`config.mk`:
```
export PLATFORM = sky130hd
export DESIGN_NAME = acq_dio
export DESIGN_NICKNAME = d
export VERILOG_FILES = /design/src/inc/acq_dio_pkg.sv /design/src/design/acq_dio.sv /design/src/design/acq_dio_fifo.sv
export VERILOG_INCLUDE_DIRS = /design/src /design/src/inc
export SDC_FILE = /design/constraint.sdc
export NUM_CORES = 1
export LEC_CHECK = 0
export BUFFER_PORTS_ARGS = -buffer_cell sky130_fd_sc_hd__buf_2
export CAP_MARGIN = 30
export CORE_ASPECT_RATIO = 0.6
export CORE_MARGIN = 4
export CORE_UTILIZATION = 40
export CTS_BUF_LIST = sky130_fd_sc_hd__clkbuf_8
export CTS_CLUSTER_SIZE = 30
export DETAILED_ROUTE_END_ITERATION = 7
export GPL_TIMING_DRIVEN = 0
export PLACE_DENSITY = 0.62
export SLEW_MARGIN = 25
export SYNTH_ARGS = -nofsm -noshare
export SYNTH_HDL_FRONTEND = slang
export SYNTH_SLANG_ARGS = --single-unit
```
`constraint.sdc`:
```
create_clock -name i_clock -period 4.8 [get_ports i_clock]
set_clock_uncertainty 0.1 [all_clocks]
set_input_delay 0.96 -clock i_clock [delete_from_list [all_inputs] [get_ports i_clock]]
set_output_delay 0.96 -clock i_clock [all_outputs]
set_load 0.01 [all_outputs]
```
`src/inc/acq_dio_defs.svh`:
```
// constants for the digital port, sample format and switch control block
`ifndef ACQ_DIO_DEFS_SVH
`define ACQ_DIO_DEFS_SVH

`define DIO_PORT_W        8
`define DIO_PORTS         2
`define DIO_W             16
`define SAMPLE_W          12
`define STREAM_W          40
`define STREAM_CH0_LSB    0
`define STREAM_CH1_LSB    12
`define STREAM_DIO_LSB    24
`define DAC_WORD_W        28
`define DAC_SAMPLE_LSB    0
`define DAC_DIO_LSB       12
`define FIFO_DEPTH        8
`define CLK_RATE_HZ       32'd100000000
`define DIO_IN_MAX_RATE_HZ 32'd10000000
`define RATE_W            32
`define OVERRUN_W         16
`define DIO_RESET_DRIVE   16'h0000
`define DIO_RESET_DIR     2'b00

`endif

```
`src/inc/acq_dio_pkg.sv`:
```
// types shared by the digital port block and its bench
package acq_dio_pkg;

	typedef enum logic [1:0] {
		ATTEN1_0DB,
		ATTEN1_6DB,
		ATTEN1_14DB,
		ATTEN1_20DB
	} atten1_sel_t;

	typedef enum logic {
		ATTEN2_BYPASS,
		ATTEN2_20DB
	} atten2_sel_t;

	typedef enum {
		ST_IDLE,
		ST_RUN,
		ST_REFUSED
	} stream_state_t;

endpackage : acq_dio_pkg

```
`src/design/acq_dio.sv`:
```
// digital ports, converter sample capture and analog switch control
//
// Overview of operation
// (RULE_01) sixteen pins form two 8-pin ports, one direction bit per port
// (RULE_02) reading an output port returns the value being driven
// (RULE_03) single-shot read samples pins at request, ignoring the A/D clock
// (RULE_04) clocked input captures pins on the analog sample edge, streams them
// (RULE_05) clocked digital input is refused above a 10 MHz sample rate
// (RULE_06) single-shot write updates output pins at once, ignoring D/A clock
// (RULE_07) clocked output drives pins on D/A clock from channel 1 data word
// (RULE_08) both analog channels are captured on one common A/D strobe
// (RULE_09) each A/D sample is delivered as 12-bit two's complement
// (RULE_10) the data supplier gives D/A samples as 12-bit two's complement
// (RULE_11) first attenuator bank selects 0, 6, 14 or 20 dB
// (RULE_12) second attenuator bank selects bypass or 20 dB independently
// (RULE_13) each analog input has a termination enable bit
// (RULE_14) each analog input has an AC coupling enable bit
// (RULE_15) input-mode digital ports have switchable termination
// (RULE_16) after reset both ports are inputs with drivers off
`include "acq_dio_defs.svh"
`timescale 1ns/1ps
`default_nettype none

module acq_dio (
	input  wire logic                        i_clock,
	input  wire logic                        i_srst,
	// digital pins, three signals per pin
	input  wire logic [`DIO_W-1:0]           i_dio_pin,
	output logic      [`DIO_W-1:0]           o_dio_pin,
	output logic      [`DIO_W-1:0]           o_dio_pin_oe_n,
	// port configuration
	input  wire logic [`DIO_PORTS-1:0]       i_port_dir_out,
	input  wire logic [`DIO_PORTS-1:0]       i_port_term_en,
	output logic      [`DIO_PORTS-1:0]       o_port_term,
	output logic      [`DIO_PORTS-1:0]       o_port_dir_out,
	// single-shot read
	input  wire logic                        i_read_req,
	output logic                             o_read_valid,
	output logic      [`DIO_W-1:0]           o_read_data,
	// single-shot write
	input  wire logic                        i_write_req,
	input  wire logic [`DIO_W-1:0]           i_write_data,
	output logic                             o_write_refused,
	// clocked input stream
	input  wire logic                        i_clocked_in_en,
	input  wire logic [`RATE_W-1:0]          i_sample_rate_hz,
	output logic                             o_clocked_in_active,
	output logic                             o_clocked_in_refused,
	input  wire logic                        i_adc_enable,
	input  wire logic                        i_adc_strobe,
	input  wire logic [`SAMPLE_W-1:0]        i_adc_ch0,
	input  wire logic [`SAMPLE_W-1:0]        i_adc_ch1,
	input  wire logic                        i_adc_offset_binary,
	output logic                             o_adc_ready,
	output logic                             o_stream_valid,
	input  wire logic                        i_stream_ready,
	output logic      [`STREAM_W-1:0]        o_stream_data,
	output logic                             o_overrun,
	input  wire logic                        i_overrun_clear,
	output logic      [`OVERRUN_W-1:0]       o_overrun_count,
	// clocked output from the channel 1 data word
	input  wire logic                        i_clocked_out_en,
	input  wire logic                        i_dac_strobe,
	input  wire logic [`DAC_WORD_W-1:0]      i_dac1_word,
	output logic      [`SAMPLE_W-1:0]        o_dac1_sample,
	// analog switch control
	input  wire acq_dio_pkg::atten1_sel_t    i_atten1_sel,
	input  wire acq_dio_pkg::atten2_sel_t    i_atten2_sel,
	output logic                             o_atten1_6db,
	output logic                             o_atten1_14db,
	output logic                             o_atten2_20db,
	input  wire logic [1:0]                  i_ain_term_en,
	input  wire logic [1:0]                  i_ain_ac_en,
	output logic      [1:0]                  o_ain_term,
	output logic      [1:0]                  o_ain_ac
);
	import acq_dio_pkg::*;

	// port direction and drive state
	// direction is registered so pins and read-back change on one edge
	logic [`DIO_PORTS-1:0] port_dir_out;
	logic [`DIO_W-1:0]     dio_drive;
	logic [`DIO_W-1:0]     next_dio_drive;

	// expands one direction bit per port onto every pin of that port
	function automatic logic [`DIO_W-1:0] port_mask(
		input logic [`DIO_PORTS-1:0] dir
	);
		port_mask = {{`DIO_PORT_W{dir[1]}}, {`DIO_PORT_W{dir[0]}}};
	endfunction : port_mask

	// per port: driven value when output, pin level when input
	function automatic logic [`DIO_W-1:0] pin_view(
		input logic [`DIO_PORTS-1:0] dir,
		input logic [`DIO_W-1:0]     drive,
		input logic [`DIO_W-1:0]     pins
	);
		logic [`DIO_W-1:0] m;
		m        = port_mask(dir);
		pin_view = (drive & m) | (pins & ~m);
	endfunction : pin_view

	// offset binary to two's complement is a flip of the sign bit
	function automatic logic [`SAMPLE_W-1:0] to_twos(
		input logic [`SAMPLE_W-1:0] raw,
		input logic                 offset_binary
	);
		to_twos = offset_binary ? {~raw[`SAMPLE_W-1], raw[`SAMPLE_W-2:0]}
		                        : raw;
	endfunction : to_twos

	// shared by the pin drivers, the single read and the stream capture
	wire [`DIO_W-1:0] drive_mask = port_mask(port_dir_out); // [RULE_01]
	wire [`DIO_W-1:0] pin_value  =
		pin_view(port_dir_out, dio_drive, i_dio_pin); // [RULE_02]

	always_ff @(posedge i_clock) begin
		if (i_srst) begin
			port_dir_out <= `DIO_RESET_DIR; // [RULE_16]
		end else begin
			port_dir_out <= i_port_dir_out; // [RULE_01]
		end
	end

	assign o_port_dir_out = port_dir_out;
	// pin drivers enable only on output ports; low enable means driving
	assign o_dio_pin_oe_n = ~drive_mask; // [RULE_16]
	assign o_dio_pin      = dio_drive;

	// termination only means something on a port that listens
	always_ff @(posedge i_clock) begin
		if (i_srst) begin
			o_port_term <= '0;
		end else begin
			o_port_term <= i_port_term_en & ~i_port_dir_out; // [RULE_15]
		end
	end

	// output drive: single-shot write or clocked from the D/A word
	// one register owns the pins so the two write paths cannot fight
	// a strobe and a write in one cycle: the strobe wins in clocked output mode, the write otherwise
	wire dac_take   = i_clocked_out_en && i_dac_strobe;
	wire write_take = i_write_req && !i_clocked_out_en;

	// in clocked mode the D/A word owns the pins, so a software write
	// would be overwritten on the next strobe; it is refused instead
	wire [`DIO_W-1:0] dac_dio = i_dac1_word[`DAC_DIO_LSB +: `DIO_W];

	always_comb begin
		next_dio_drive = dio_drive;
		if (dac_take) begin
			next_dio_drive = dac_dio; // [RULE_07]
		end else if (write_take) begin
			next_dio_drive = i_write_data; // [RULE_06]
		end
	end

	// reset clears the drive value so a later switch to output never
	// exposes a stale pattern on the pins
	always_ff @(posedge i_clock) begin
		if (i_srst) begin
			dio_drive <= `DIO_RESET_DRIVE;
		end else begin
			dio_drive <= next_dio_drive;
		end
	end

	always_ff @(posedge i_clock) begin
		if (i_srst) begin
			o_write_refused <= 1'b0;
			o_dac1_sample   <= '0;
		end else begin
			o_write_refused <= i_write_req && i_clocked_out_en;
			if (dac_take) begin
				// analog half of the same word; supplier gives two's complement
				o_dac1_sample <= i_dac1_word[`DAC_SAMPLE_LSB +: `SAMPLE_W]; // [RULE_10]
			end
		end
	end

	// single-shot read, independent of the sample clock
	// any cycle may read; the data holds until the next request
	always_ff @(posedge i_clock) begin
		if (i_srst) begin
			o_read_valid <= 1'b0;
			o_read_data  <= '0;
		end else begin
			o_read_valid <= i_read_req;
			if (i_read_req) begin
				o_read_data <= pin_value; // [RULE_03] [RULE_02]
			end
		end
	end

	// clocked input mode
	// the rate check guards the host link, not the converters
	// the state register drives the active and refused flags directly
	stream_state_t state;
	stream_state_t next_state;

	wire rate_ok = (i_sample_rate_hz <= `DIO_IN_MAX_RATE_HZ); // [RULE_05]

	always_comb begin
		case (state)
			ST_IDLE: begin
				if (!i_clocked_in_en) begin
					next_state = ST_IDLE;
				end else if (rate_ok) begin
					next_state = ST_RUN;
				end else begin
					next_state = ST_REFUSED;
				end
			end
			ST_RUN: begin
				if (!i_clocked_in_en) begin
					next_state = ST_IDLE;
				end else if (!rate_ok) begin
					next_state = ST_REFUSED; // [RULE_05]
				end else begin
					next_state = ST_RUN;
				end
			end
			ST_REFUSED: begin
				// stays refused until software drops the request
				next_state = i_clocked_in_en ? ST_REFUSED : ST_IDLE;
			end
			default: begin
				next_state = ST_IDLE;
			end
		endcase
	end

	always_ff @(posedge i_clock) begin
		if (i_srst) begin
			state <= ST_IDLE;
		end else begin
			state <= next_state;
		end
	end

	// rate_ok here blanks the pins on the very edge the rate rises,
	// before the state has moved to refused
	wire dio_capture = (state == ST_RUN) && rate_ok;
	assign o_clocked_in_active  = (state == ST_RUN);
	assign o_clocked_in_refused = (state == ST_REFUSED);

	// one strobe captures both channels and the pins together
	wire [`SAMPLE_W-1:0] ch0_fmt = to_twos(i_adc_ch0, i_adc_offset_binary);
	wire [`SAMPLE_W-1:0] ch1_fmt = to_twos(i_adc_ch1, i_adc_offset_binary);
	wire [`DIO_W-1:0]    dio_cap = dio_capture ? pin_value : '0;

	logic                 cap_valid;
	logic [`STREAM_W-1:0] cap_word;
	logic                 fifo_in_ready;

	// the capture stage is a ninth slot: a word the fifo refused waits
	// there, so a new sample is admitted only when that slot is free or
	// empties into the fifo on this same edge
	wire admit       = !cap_valid || fifo_in_ready;
	wire take_sample = i_adc_strobe && i_adc_enable && admit;

	always_ff @(posedge i_clock) begin
		if (i_srst) begin
			cap_valid <= 1'b0;
			cap_word  <= '0;
		end else begin
			// a held word stays put until the fifo takes it
			cap_valid <= take_sample || (cap_valid && !fifo_in_ready);
			if (take_sample) begin
				cap_word[`STREAM_CH0_LSB +: `SAMPLE_W] <= ch0_fmt; // [RULE_08] [RULE_09]
				cap_word[`STREAM_CH1_LSB +: `SAMPLE_W] <= ch1_fmt; // [RULE_08] [RULE_09]
				cap_word[`STREAM_DIO_LSB +: `DIO_W]    <= dio_cap; // [RULE_04]
			end
		end
	end

	// eight fifo words plus the capture stage give nine words of slack
	acq_dio_fifo #(
		.WIDTH (`STREAM_W),
		.DEPTH (`FIFO_DEPTH)
	) u_fifo (
		.i_clock     (i_clock),
		.i_srst      (i_srst),
		.i_in_valid  (cap_valid),
		.o_in_ready  (fifo_in_ready),
		.i_in_data   (cap_word),
		.o_out_valid (o_stream_valid),
		.i_out_ready (i_stream_ready),
		.o_out_data  (o_stream_data)
	); // [RULE_04]

	assign o_adc_ready = admit;

	// converters cannot pause, so a strobe against a full fifo with the capture stage still held is lost;
	// it is counted and flagged rather than silently dropped
	wire overrun_event = i_adc_strobe && i_adc_enable && !admit;

	// the count saturates so a long stall cannot wrap it back to a
	// small and misleading number
	always_ff @(posedge i_clock) begin
		if (i_srst) begin
			o_overrun       <= 1'b0;
			o_overrun_count <= '0;
		end else begin
			if (overrun_event) begin
				o_overrun <= 1'b1;
			end else if (i_overrun_clear) begin
				o_overrun <= 1'b0;
			end
			if (overrun_event && (o_overrun_count != '1)) begin
				o_overrun_count <= o_overrun_count + 1'b1;
			end else if (i_overrun_clear && !overrun_event) begin
				o_overrun_count <= '0;
			end
		end
	end

	// output attenuators and analog input switches
	// switch drives are registered so relays see no decode glitches
	// 20 dB in the first bank is both the 6 dB and 14 dB sections in series
	wire atten1_6  = (i_atten1_sel == ATTEN1_6DB) ||
	                 (i_atten1_sel == ATTEN1_20DB);
	wire atten1_14 = (i_atten1_sel == ATTEN1_14DB) ||
	                 (i_atten1_sel == ATTEN1_20DB);
	wire atten2_20 = (i_atten2_sel == ATTEN2_20DB);

	always_ff @(posedge i_clock) begin
		if (i_srst) begin
			o_atten1_6db  <= 1'b0;
			o_atten1_14db <= 1'b0;
			o_atten2_20db <= 1'b0;
			o_ain_term    <= '0;
			o_ain_ac      <= '0;
		end else begin
			o_atten1_6db  <= atten1_6; // [RULE_11]
			o_atten1_14db <= atten1_14; // [RULE_11]
			o_atten2_20db <= atten2_20; // [RULE_12]
			o_ain_term    <= i_ain_term_en; // [RULE_13]
			o_ain_ac      <= i_ain_ac_en; // [RULE_14]
		end
	end

endmodule : acq_dio

`default_nettype wire

```
`src/design/acq_dio_fifo.sv`:
```
// small synchronous fifo with valid and ready on both sides
`timescale 1ns/1ps
`default_nettype none

module acq_dio_fifo #(
	parameter int WIDTH = 40,
	parameter int DEPTH = 8
) (
	input  wire logic             i_clock,
	input  wire logic             i_srst,
	input  wire logic             i_in_valid,
	output logic                  o_in_ready,
	input  wire logic [WIDTH-1:0] i_in_data,
	output logic                  o_out_valid,
	input  wire logic             i_out_ready,
	output logic      [WIDTH-1:0] o_out_data
);
	localparam int AW = $clog2(DEPTH);

	logic [WIDTH-1:0] mem [DEPTH];
	logic [AW-1:0]    wr_ptr;
	logic [AW-1:0]    rd_ptr;
	logic [AW:0]      count;

	wire push = i_in_valid && o_in_ready;
	wire pop  = o_out_valid && i_out_ready;

	assign o_in_ready  = (count != (AW+1)'(DEPTH));
	assign o_out_valid = (count != '0);
	assign o_out_data  = mem[rd_ptr];

	function automatic logic [AW-1:0] bump(input logic [AW-1:0] p);
		bump = (p == AW'(DEPTH - 1)) ? '0 : AW'(p + 1'b1);
	endfunction : bump

	always_ff @(posedge i_clock) begin
		if (push) begin
			mem[wr_ptr] <= i_in_data;
		end
	end

	always_ff @(posedge i_clock) begin
		if (i_srst) begin
			wr_ptr <= '0;
			rd_ptr <= '0;
			count  <= '0;
		end else begin
			if (push) begin
				wr_ptr <= bump(wr_ptr);
			end
			if (pop) begin
				rd_ptr <= bump(rd_ptr);
			end
			count <= count + (AW+1)'(push) - (AW+1)'(pop);
		end
	end

endmodule : acq_dio_fifo

`default_nettype wire

```
==> run metrics, run 1 <==
Synth Area in Adders 0.8911%; Mapped Area 17,690 sq um; hold buffer count at cts 0; HPWL after DPL around 34,000 microns; area post-placement 20,310 sq um; synthesized instance count approximately 1,100; Post-synth top flop edfxtp_1; fin crit period between 3000 and 4000 ps; initial antenna violation count 2; reg2reg start u_fifo.count[2]$_SDFF_PP0_; Worst-Margin Slew ~950 ps; I/O pin count around 270; synthesized flop and latch total 450; Sw Ratio between 20% and 30%; Post-CTS Setup Bufs 0; met2 usage around 30%; Synth area leader edfxtp_1; Total Neg Setup Slack 0 ps; Hold/Removal Path Class register to register; Layout Nets 1,637; Simple-Gate Fraction of Synth Area about 8.0%; die area approximately 48,000 sq um; post-synth top area share about 54%; Core Region around 43,000 sq um; Worst EP required about 3700 ps; Synth area leaders edfxtp_1, dfxtp_1, mux4_2; Final Setup Violations 0; clk sink count 450; Compound-Gate Fraction of Synth Area 5.149%; Rel. slew slack a little over a third; clock share of power between 30% and 40%; Syn Nets around 1,300; DRT iter0 DRCs approximately 940; Synth warnings 0; IO Port Bufs 270; CTS root buffer clkbuf_8; Seq pwr share about 50%; gr ovfl total 0; cts bufs inserted between 60 and 70; height of the die about 170 microns; r2r worst-path depth 10; Pre-antenna DRT Iters 5; post-synthesis mux area share between 10% and 20%; global-route wire length before repair between 60,000 and 70,000 microns; cts repair resizes 0; initial core utilization about two fifths; largest family of logic cells by synthesized area multiplexers; met3 usage 3.328%; RSZ-0062 raised after global routing false; Vias 11,040; Placed Cells 1,995; gp weighted congestion just under 0.9; Mean Syn Cell Area roughly 16 sq um; Crit. End Element primary output; Max Fclk ~250 MHz; Die Width roughly 280 microns; post-route insts no fill 2,119; status finished clean; Gate power share 15.9%; critical path startpoint category register; R2R Setup Slk about 1700 ps; register area share after synthesis 69.02%; fin area between 20,000 and 25,000 sq um; CTS tree done; Post-Place Worst Slack roughly 1500 ps; Pint between 6 and 7 mW; fin worst setup slack between 800 and 900 ps; XOR/XNOR Fraction of Synth Area less than 1%; Max Root-Sink Buffers 3; Routed WL 46,090 microns; GRT Total Usage 19.38%; area delta synth->final 21.88%; Worst EP arrival roughly 2900 ps; largest net degree at the start of global routing 19; Vias/cell between 5 and 6; NetSw 2.248 mW; Synth top cells by count edfxtp_1, dfxtp_1, nand2_1; PD cells 399.6 nW/um^2; FFs w/ async S/R, synth 0%; CTS H-tree depth 3; Max rail drop VDD approximately 190 uV; vias in the first global route roughly 11,000; count of cell types in the netlist 59; EDFF count, synth 320; Static Leak roughly 7.7 nW; drt wl/cell approximately 22 microns; reg2reg end u_fifo.mem[1][8]$_DFFE_PP_; worst setup path class register to primary output; end point of the critical path o_stream_data[36]; Routed Antenna Nets 0; Max Fanout on Critical Path 10; num rows a little under 60; met1 GRT Util 28.56%; Max Cap Viol 0; share of cells above drive strength 1 37.49%; CTS clock-pin slew for the worst setup and hold paths about 60 ps; final hold vios 0; Final Cycle Share between 80 and 90%; gr busiest metal met2; max-slew violations 0; Clk Latency, worst-skew pair a little over 600 ps; top-count cell post-synth edfxtp_1; final core occ about half; # DRC 0
## worst max-delay path: stages, from the launching register on
cell and delay [ps]:
dfxtp_1 300, clkbuf_1 390, clkbuf_1 630, mux4_2 420, mux2_2 360, buf_2 170
## layer usage
metal	up-vias	part of all wire [%]
met3	63	5.1
met2	322	46
li1	5048	-
met1	5602	47
met5	-	0
met4	0	1.9
## placed cells by master, fill, tap and decap left out, types with 6 or more instances in the layout
cell type / synthesis / routed
mux2_2: 43 / 43
dfxtp_1: 130 / 130
o31ai_2: 9 / 9
nor2b_1: 14 / 14
clkbuf_8: 4 / 78
buf_16: 0 / 7
inv_1: 14 / 45
o31ai_1: 8 / 8
clkbuf_1: 40 / 40
and3_1: 7 / 7
nand3b_1: 19 / 19
a211oi_1: 19 / 19
edfxtp_1: 320 / 320
mux2i_1: 16 / 16
nor2_1: 54 / 51
a21oi_1: 47 / 47
o211ai_1: 9 / 9
ha_1: 11 / 11
buf_2: 9 / 279
nand4_1: 6 / 6
nand2_1: 125 / 125
clkinv_1: 0 / 8
mux4_2: 80 / 80
a311oi_1: 16 / 16
buf_6: 5 / 16
buf_4: 14 / 34
nand3_1: 16 / 16
## final cells by class
cell class	instances	area, sq um
Clock buffer	74	1018
Buffer	75	422.9
Clock inverter	49	235.2
Inverter	14	52.55
Sequential cell	450	12210
Fill cell	3701	21920
Antenna cell	1	2.502
Timing Repair Buffer	309	1833
Tap cell	579	724.4
Multi-Input combinational cell	568	5062
## sequential cells by signal, summed over array words and instances, names as in the netlist, 2 cells and up, named ones only
| name | cells |
|---|---|
| u_fifo.wr_ptr | 3 |
| o_read_data | 16 |
| u_fifo.count | 4 |
| o_port_dir_out | 2 |
| o_port_term | 2 |
| state | 2 |
| o_ain_ac | 2 |
| o_overrun_count | 16 |
| u_fifo.mem | 320 |
| cap_word | 40 |
| o_dio_pin | 16 |
| u_fifo.rd_ptr | 3 |
| o_dac1_sample | 12 |
| o_ain_term | 2 |
## how the worst min path moves through the flow
stage | slack (ps) | cells past startpoint | from | end
2_1_floorplan | 330 | 1 | state[1]$_SDFF_PP0_ | state[0]$_SDFF_PP0_
3_3_place_gp | 340 | 2 | o_dac1_sample[8]$_SDFFE_PP0P_ | o_dac1_sample[8]$_SDFFE_PP0P_
3_5_place_dp | 340 | 2 | o_dac1_sample[5]$_SDFFE_PP0P_ | o_dac1_sample[5]$_SDFFE_PP0P_
4_1_cts | 350 | 2 | o_dac1_sample[5]$_SDFFE_PP0P_ | o_dac1_sample[5]$_SDFFE_PP0P_
5_1_grt | 370 | 2 | o_dac1_sample[5]$_SDFFE_PP0P_ | o_dac1_sample[5]$_SDFFE_PP0P_
6_report | 350 | 2 | o_dac1_sample[0]$_SDFFE_PP0P_ | o_dac1_sample[0]$_SDFFE_PP0P_
## metrics by stage
stage	hold WS, ps	total power, mW
3_5_place_dp	344.5	5.784
4_1_cts	352.7	8.722
2_1_floorplan	330.9	5.264
6_report	353.4	8.617
3_3_place_gp	340.9	5.757
5_1_grt	369.2	9.031
## kinds of logic after synthesis
family | after synthesis
xor+xnor | 8
simple gates | 284
flops | 450
fa+ha+maj | 12
buf+inv | 89
compound gates | 125
mux | 139
## power groups by stage
stage	logic (mW)	registers [mW]	clock network [mW]
after floorplan	0.881	4.38	0
after global placement	1.37	4.39	0
after detailed placement	1.40	4.39	0
after CTS	1.40	4.30	3.01
after global routing	1.50	4.31	3.22
final	1.37	4.30	2.94
No activity file was read; power rests on OpenSTA's default activity.
==> run 2: changes to the inputs <==
Settings changed: PLACE_DENSITY 0.62 to 0.6.
Clock period 4.8 ns to 4 ns, I/O delays scaled along.
==> run metrics, run 2 (synthesized netlist as in run 1, its figures left out) <==
status finished clean (unchanged); Worst EP required 3100 ps (was 3740 ps); HPWL after DPL 33,720 microns (was 33,580 microns); most flop-heavy register u_fifo.mem (unchanged); post-route insts no fill 2,118 (was 2,119); cell mode on critical path buf_2 (was clkbuf_1); final hold vios 0 (unchanged); area delta synth->final 22.09% (was 21.88%); vias in the first global route 11,060 (was 11,110); IO Port Bufs 270 (unchanged); CTS H-tree depth 3 (unchanged); clk sink count 450 (unchanged); Max Cap Viol 0 (unchanged); initial core utilization 40.69% (unchanged); num rows 59 (unchanged); Vias 11,020 (was 11,040); cts bufs inserted 69 (was 68); Static Leak 7.656 nW (was 7.670 nW); CTS tree done (unchanged); initial antenna violation count 1 (was 2); Hold/Removal Path Class input pin to register (was register to register); Layout Nets 1,633 (was 1,637); DRT iter0 DRCs 817 (was 939); Routed WL 46,390 microns (was 46,090 microns); max reg flops 320 (unchanged); critical path startpoint category register (unchanged); Final Power 10.53 mW (was 8.617 mW); commonest non-fill, non-tap cell in the layout edfxtp_1 (unchanged); gp weighted congestion 0.8553 (was 0.8652); Max Root-Sink Buffers 3 (unchanged); Vias/cell 5.204 (was 5.208); Clk Latency, worst-skew pair 610 ps (about the same); Placed Cells 1,990 (was 1,995); Die Width 279.5 microns (unchanged); Core Region 43,480 sq um (unchanged); # DRC 0 (unchanged); gr ovfl total 0 (unchanged); worst hold path cell count 2 (unchanged); top flop regs u_fifo.mem (320), cap_word (40) (unchanged); Post-CTS Setup Bufs 0 (unchanged); worst setup path class register to primary output (unchanged); Max Fanout on Critical Path 10 (unchanged); die area 47,770 sq um (unchanged); Largest stage delay, worst path 590 ps (was 630 ps); r2r worst-path depth 9 (was 10); Worst-Margin Slew 1004 ps (was 945.3 ps); Rel. slew slack 33.08% (was 36.64%); Pre-antenna DRT Iters 5 (unchanged); Routed Antenna Nets 0 (unchanged); Crit-path slowest cell mux4_2 (was clkbuf_1); CP cell instances clkbuf_1, buf_2, mux4_2, mux2_2, buf_2 (was clkbuf_1, clkbuf_1, mux4_2, mux2_2, buf_2); PD cells 487.6 nW/um^2 (was 399.6 nW/um^2); CTS root buffer clkbuf_8 (unchanged); Final Setup Violations 0 (unchanged); share of cells above drive strength 1 38.01% (was 37.49%); drt wl/cell 21.90 microns (was 21.75 microns); fin crit period ~3800 ps; n_diodes 0 (was 1); Max Fclk ~260 MHz; Worst EP arrival 2900 ps (was 2870 ps); Max rail drop VDD 195.6 uV (was 191.2 uV); largest net degree at the start of global routing 19 (unchanged); max-slew violations 0 (unchanged); reg2reg start u_fifo.count[2]$_SDFF_PP0_ (unchanged); CTS clock-pin slew for the worst setup and hold paths 60 ps (about the same); Crit. End Element primary output (unchanged); RSZ-0062 raised after global routing false (unchanged); global-route wire length before repair 69,960 microns (was 69,430 microns); commonest cells after routing, fill and taps aside edfxtp_1, buf_2, dfxtp_1 (unchanged); Hold Path Origin i_port_dir_out[0] (was o_dac1_sample[0]$_SDFFE_PP0P_); Final Cycle Share around 95%; I/O pin count 273 (unchanged); Total Neg Setup Slack 0 ps (unchanged); GRT Total Usage 19.56% (was 19.38%); height of the die 170.9 microns (unchanged)
[run 2: worst max-delay path, delay by kind of cell (launching register included)]
| family | cells | cell delay [ps] |
|---|---|---|
| multiplexers | 2 | 930 |
| buffers and inverters | 3 | 1050 |
| flip-flops | 1 | 310 |
[run 2: final timing paths]
kind | to | slack (ps)
min reg2reg | o_dac1_sample[5]$_SDFFE_PP0P_ | 360
max reg2reg | u_fifo.mem[1][8]$_DFFE_PP_ | 900
max | o_stream_data[35] | 200
min | o_port_term[0]$_SDFF_PP0_ | 270
[run 2: per-stage QoR]
| stage | setup slack (ps) | utilization, % | hold WS, ps | instance area [sq um] |
|---|---|---|---|---|
| after global routing | 16.14 | 49.68 | 228.2 | 21600 |
| final | 202.6 | 49.68 | 267.1 | 21600 |
| after floorplan | -160.1 | - | 330.9 | 17700 |
| after CTS | 119.6 | 49.67 | 206.8 | 21600 |
| after detailed placement | 797.8 | 46.55 | 347.6 | 20240 |
| after global placement | -3219 | 45.49 | 339.5 | 19780 |
[run 2: area by class of cell]
cell class	instances	area, sq um
well taps	579	724.4
clock inverters	49	269.0
inverters	14	52.55
multi-input cells	568	5069
plain buffers	75	425.4
repair buffers	304	1760
flip-flops and latches	450	12210
fillers	3702	21880
clock buffers	79	1087
[run 2: where the power goes]
| part | switching [mW] | internal [mW] | total (mW) | leakage (nW) |
|---|---|---|---|---|
| Sequential | 0.0826 | 5.08 | 5.17 | 3.84 |
| Clock | 1.77 | 1.95 | 3.72 | 0.778 |
| Combinational | 0.869 | 0.781 | 1.65 | 3.04 |
| Total | 2.72 | 7.81 | 10.5 | 7.66 |
[run 2: what timing repair did]
| item | 4_1_cts | 5_1_grt |
|---|---|---|
| setup endpoints to repair | 0 | 1 |
| gates resized for setup | 0 | 4 |
| hold buffers | 0 | 0 |
| endpoints found under the hold margin | 0 | 0 |
[run 2: routing by layer]
| layer | share of wire [%] | GRT usage, % | vias up |
|---|---|---|---|
| met2 | 45 | 29.83 | 318 |
| li1 | - | - | 5040 |
| met3 | 6.0 | 4.624 | 73 |
| met5 | 0 | 0 | - |
| met4 | 2.0 | 5.214 | 0 |
| met1 | 47 | 28.46 | 5591 |
==> run 3: changes to the inputs <==
Settings changed: REMOVE_ABC_BUFFERS set to 1.
==> run metrics, run 3 (synthesized netlist as in run 1, its figures left out) <==
CTS tree done (unchanged); clk sink count 450 (unchanged); PD cells 482.3 nW/um^2 (was 487.6 nW/um^2); max-slew violations 0 (unchanged); Final Cycle Share 87.78% (was 94.94%); initial core utilization 40.69% (unchanged); Rel. slew slack 45.42% (was 33.08%); Routed WL 40,010 microns (was 46,390 microns); fin worst setup slack 488.8 ps (was 202.6 ps); RSZ-0062 raised after global routing false (unchanged); Pre-antenna DRT Iters 4 (was 5); gp weighted congestion 0.7526 (was 0.8553); # DRC 0 (unchanged); Worst-Margin Slew 812.0 ps (was 1004 ps); post-route insts no fill 2,065 (was 2,118); Max Fclk 284.8 MHz (was 263.3 MHz); initial antenna violation count 0 (was 1); cts repair resizes 0 (unchanged); cts bufs inserted 70 (was 69); max reg flops 320 (unchanged); Final Power 10.34 mW (was 10.53 mW); DRT iter0 DRCs 581 (was 817); Max rail drop VDD 181.3 uV (was 195.6 uV); I/O pin count 273 (unchanged); CTS clock-pin slew for the worst setup and hold paths 60 ps (about the same); Worst EP arrival 2610 ps (was 2900 ps); largest net degree at the start of global routing 88 (was 19); Die Width 279.5 microns (unchanged); # fillers 3,670 (was 3,702); commonest cells after routing, fill and taps aside edfxtp_1, buf_2, dfxtp_1 (unchanged); n_diodes 0 (unchanged); Vias/cell 5.062 (was 5.204); area delta synth->final 21.17% (was 22.09%); fin crit period 3511 ps (was 3797 ps); height of the die 170.9 microns (unchanged); Routed Antenna Nets 0 (unchanged); Max Cap Viol 0 (unchanged); IO Port Bufs 272 (was 270); Vias 10,450 (was 11,020); CTS root buffer clkbuf_8 (unchanged); GRT Total Usage 16.52% (was 19.56%); Worst EP required 3100 ps (about the same); worst setup path class register to primary output (unchanged); Layout Nets 1,580 (was 1,633); HPWL after DPL 26,970 microns (was 33,720 microns); Static Leak 7.612 nW (was 7.656 nW); share of cells above drive strength 1 38.69% (was 38.01%); global-route wire length before repair 60,950 microns (was 69,960 microns); most flop-heavy register u_fifo.mem (unchanged); top flop regs u_fifo.mem (320), cap_word (40) (unchanged); die area 47,770 sq um (unchanged); vias in the first global route 10,470 (was 11,060); drt wl/cell 19.38 microns (was 21.90 microns); Post-CTS Setup Bufs 0 (unchanged); Final Setup Violations 0 (unchanged); gr ovfl total 0 (unchanged); Hold/Removal Path Class input pin to register (unchanged); Max Fanout on Critical Path 32 (was 10); num rows 59 (unchanged); Max Root-Sink Buffers 3 (unchanged); status finished clean (unchanged); Crit. End Element primary output (unchanged); Post-Place Worst Slack 922.9 ps (was 797.8 ps); Core Region 43,480 sq um (unchanged); hold buffer count at cts 0 (unchanged); Placed Cells 1,936 (was 1,990); final hold vios 0 (unchanged); Clk Latency, worst-skew pair 600 ps (was 610 ps); critical path startpoint category register (unchanged); commonest non-fill, non-tap cell in the layout edfxtp_1 (unchanged); CTS H-tree depth 3 (unchanged)
==> run 3: critical path: stages, from the launching register on <==
cell and delay, ps:
dfxtp_4 680, buf_16 310, mux4_2 550, mux2_2 290, buf_2 140
==> run 3: final cells by class <==
type | count | area [sq um] | area share [%]
inverters | 14 | 52.55 | 0.2451
multi-input cells | 568 | 5077 | 23.69
well taps | 579 | 724.4 | 3.379
clock inverters | 46 | 192.7 | 0.8989
flip-flops and latches | 450 | 12220 | 57.02
repair buffers | 325 | 2024 | 9.444
clock buffers | 83 | 1142 | 5.329
==> run 3: worst paths after layout <==
kind,start,endpoint,slack (ps),cells past startpoint
worst max register to register,u_fifo.count[2]$_SDFF_PP0_,u_fifo.mem[1][37]$_DFFE_PP_,1050,10
worst min-delay path,i_port_dir_out[1],o_port_term[1]$_SDFF_PP0_,260,2
worst min register to register,o_dac1_sample[10]$_SDFFE_PP0P_,o_dac1_sample[10]$_SDFFE_PP0P_,350,2
worst max-delay path,register,o_stream_data[17],490,4
==> run 3: layer usage <==
metal  share of wire (%)  vias up  wire, microns  GRT usage [%]
li1                    -     4932              -              -
met1                  47     5244          18860          24.00
met2                  47      216          18820          25.71
met3                 4.2       61           1666          3.437
met4                 1.7        0            661          4.184
met5                   0        -              0              0
==> run 3: through the flow <==
stage          area [sq um]  util, %  setup TNS [ps]  hold WS, ps
5_1_grt               21440    49.30               0        217.7
2_1_floorplan         17270        -         -127180        328.5
3_5_place_dp          20100    46.23               0        343.0
3_3_place_gp          19350    44.51        -1115020        338.8
6_report              21440    49.30               0        257.1
4_1_cts               21440    49.30               0        206.5
==> run 3: report_power, final <==
group          internal [mW]  leakage (nW)  switching, mW
clock                   1.89         0.789           1.72
sequential              5.09          3.84          0.158
combinational          0.786          2.98          0.702
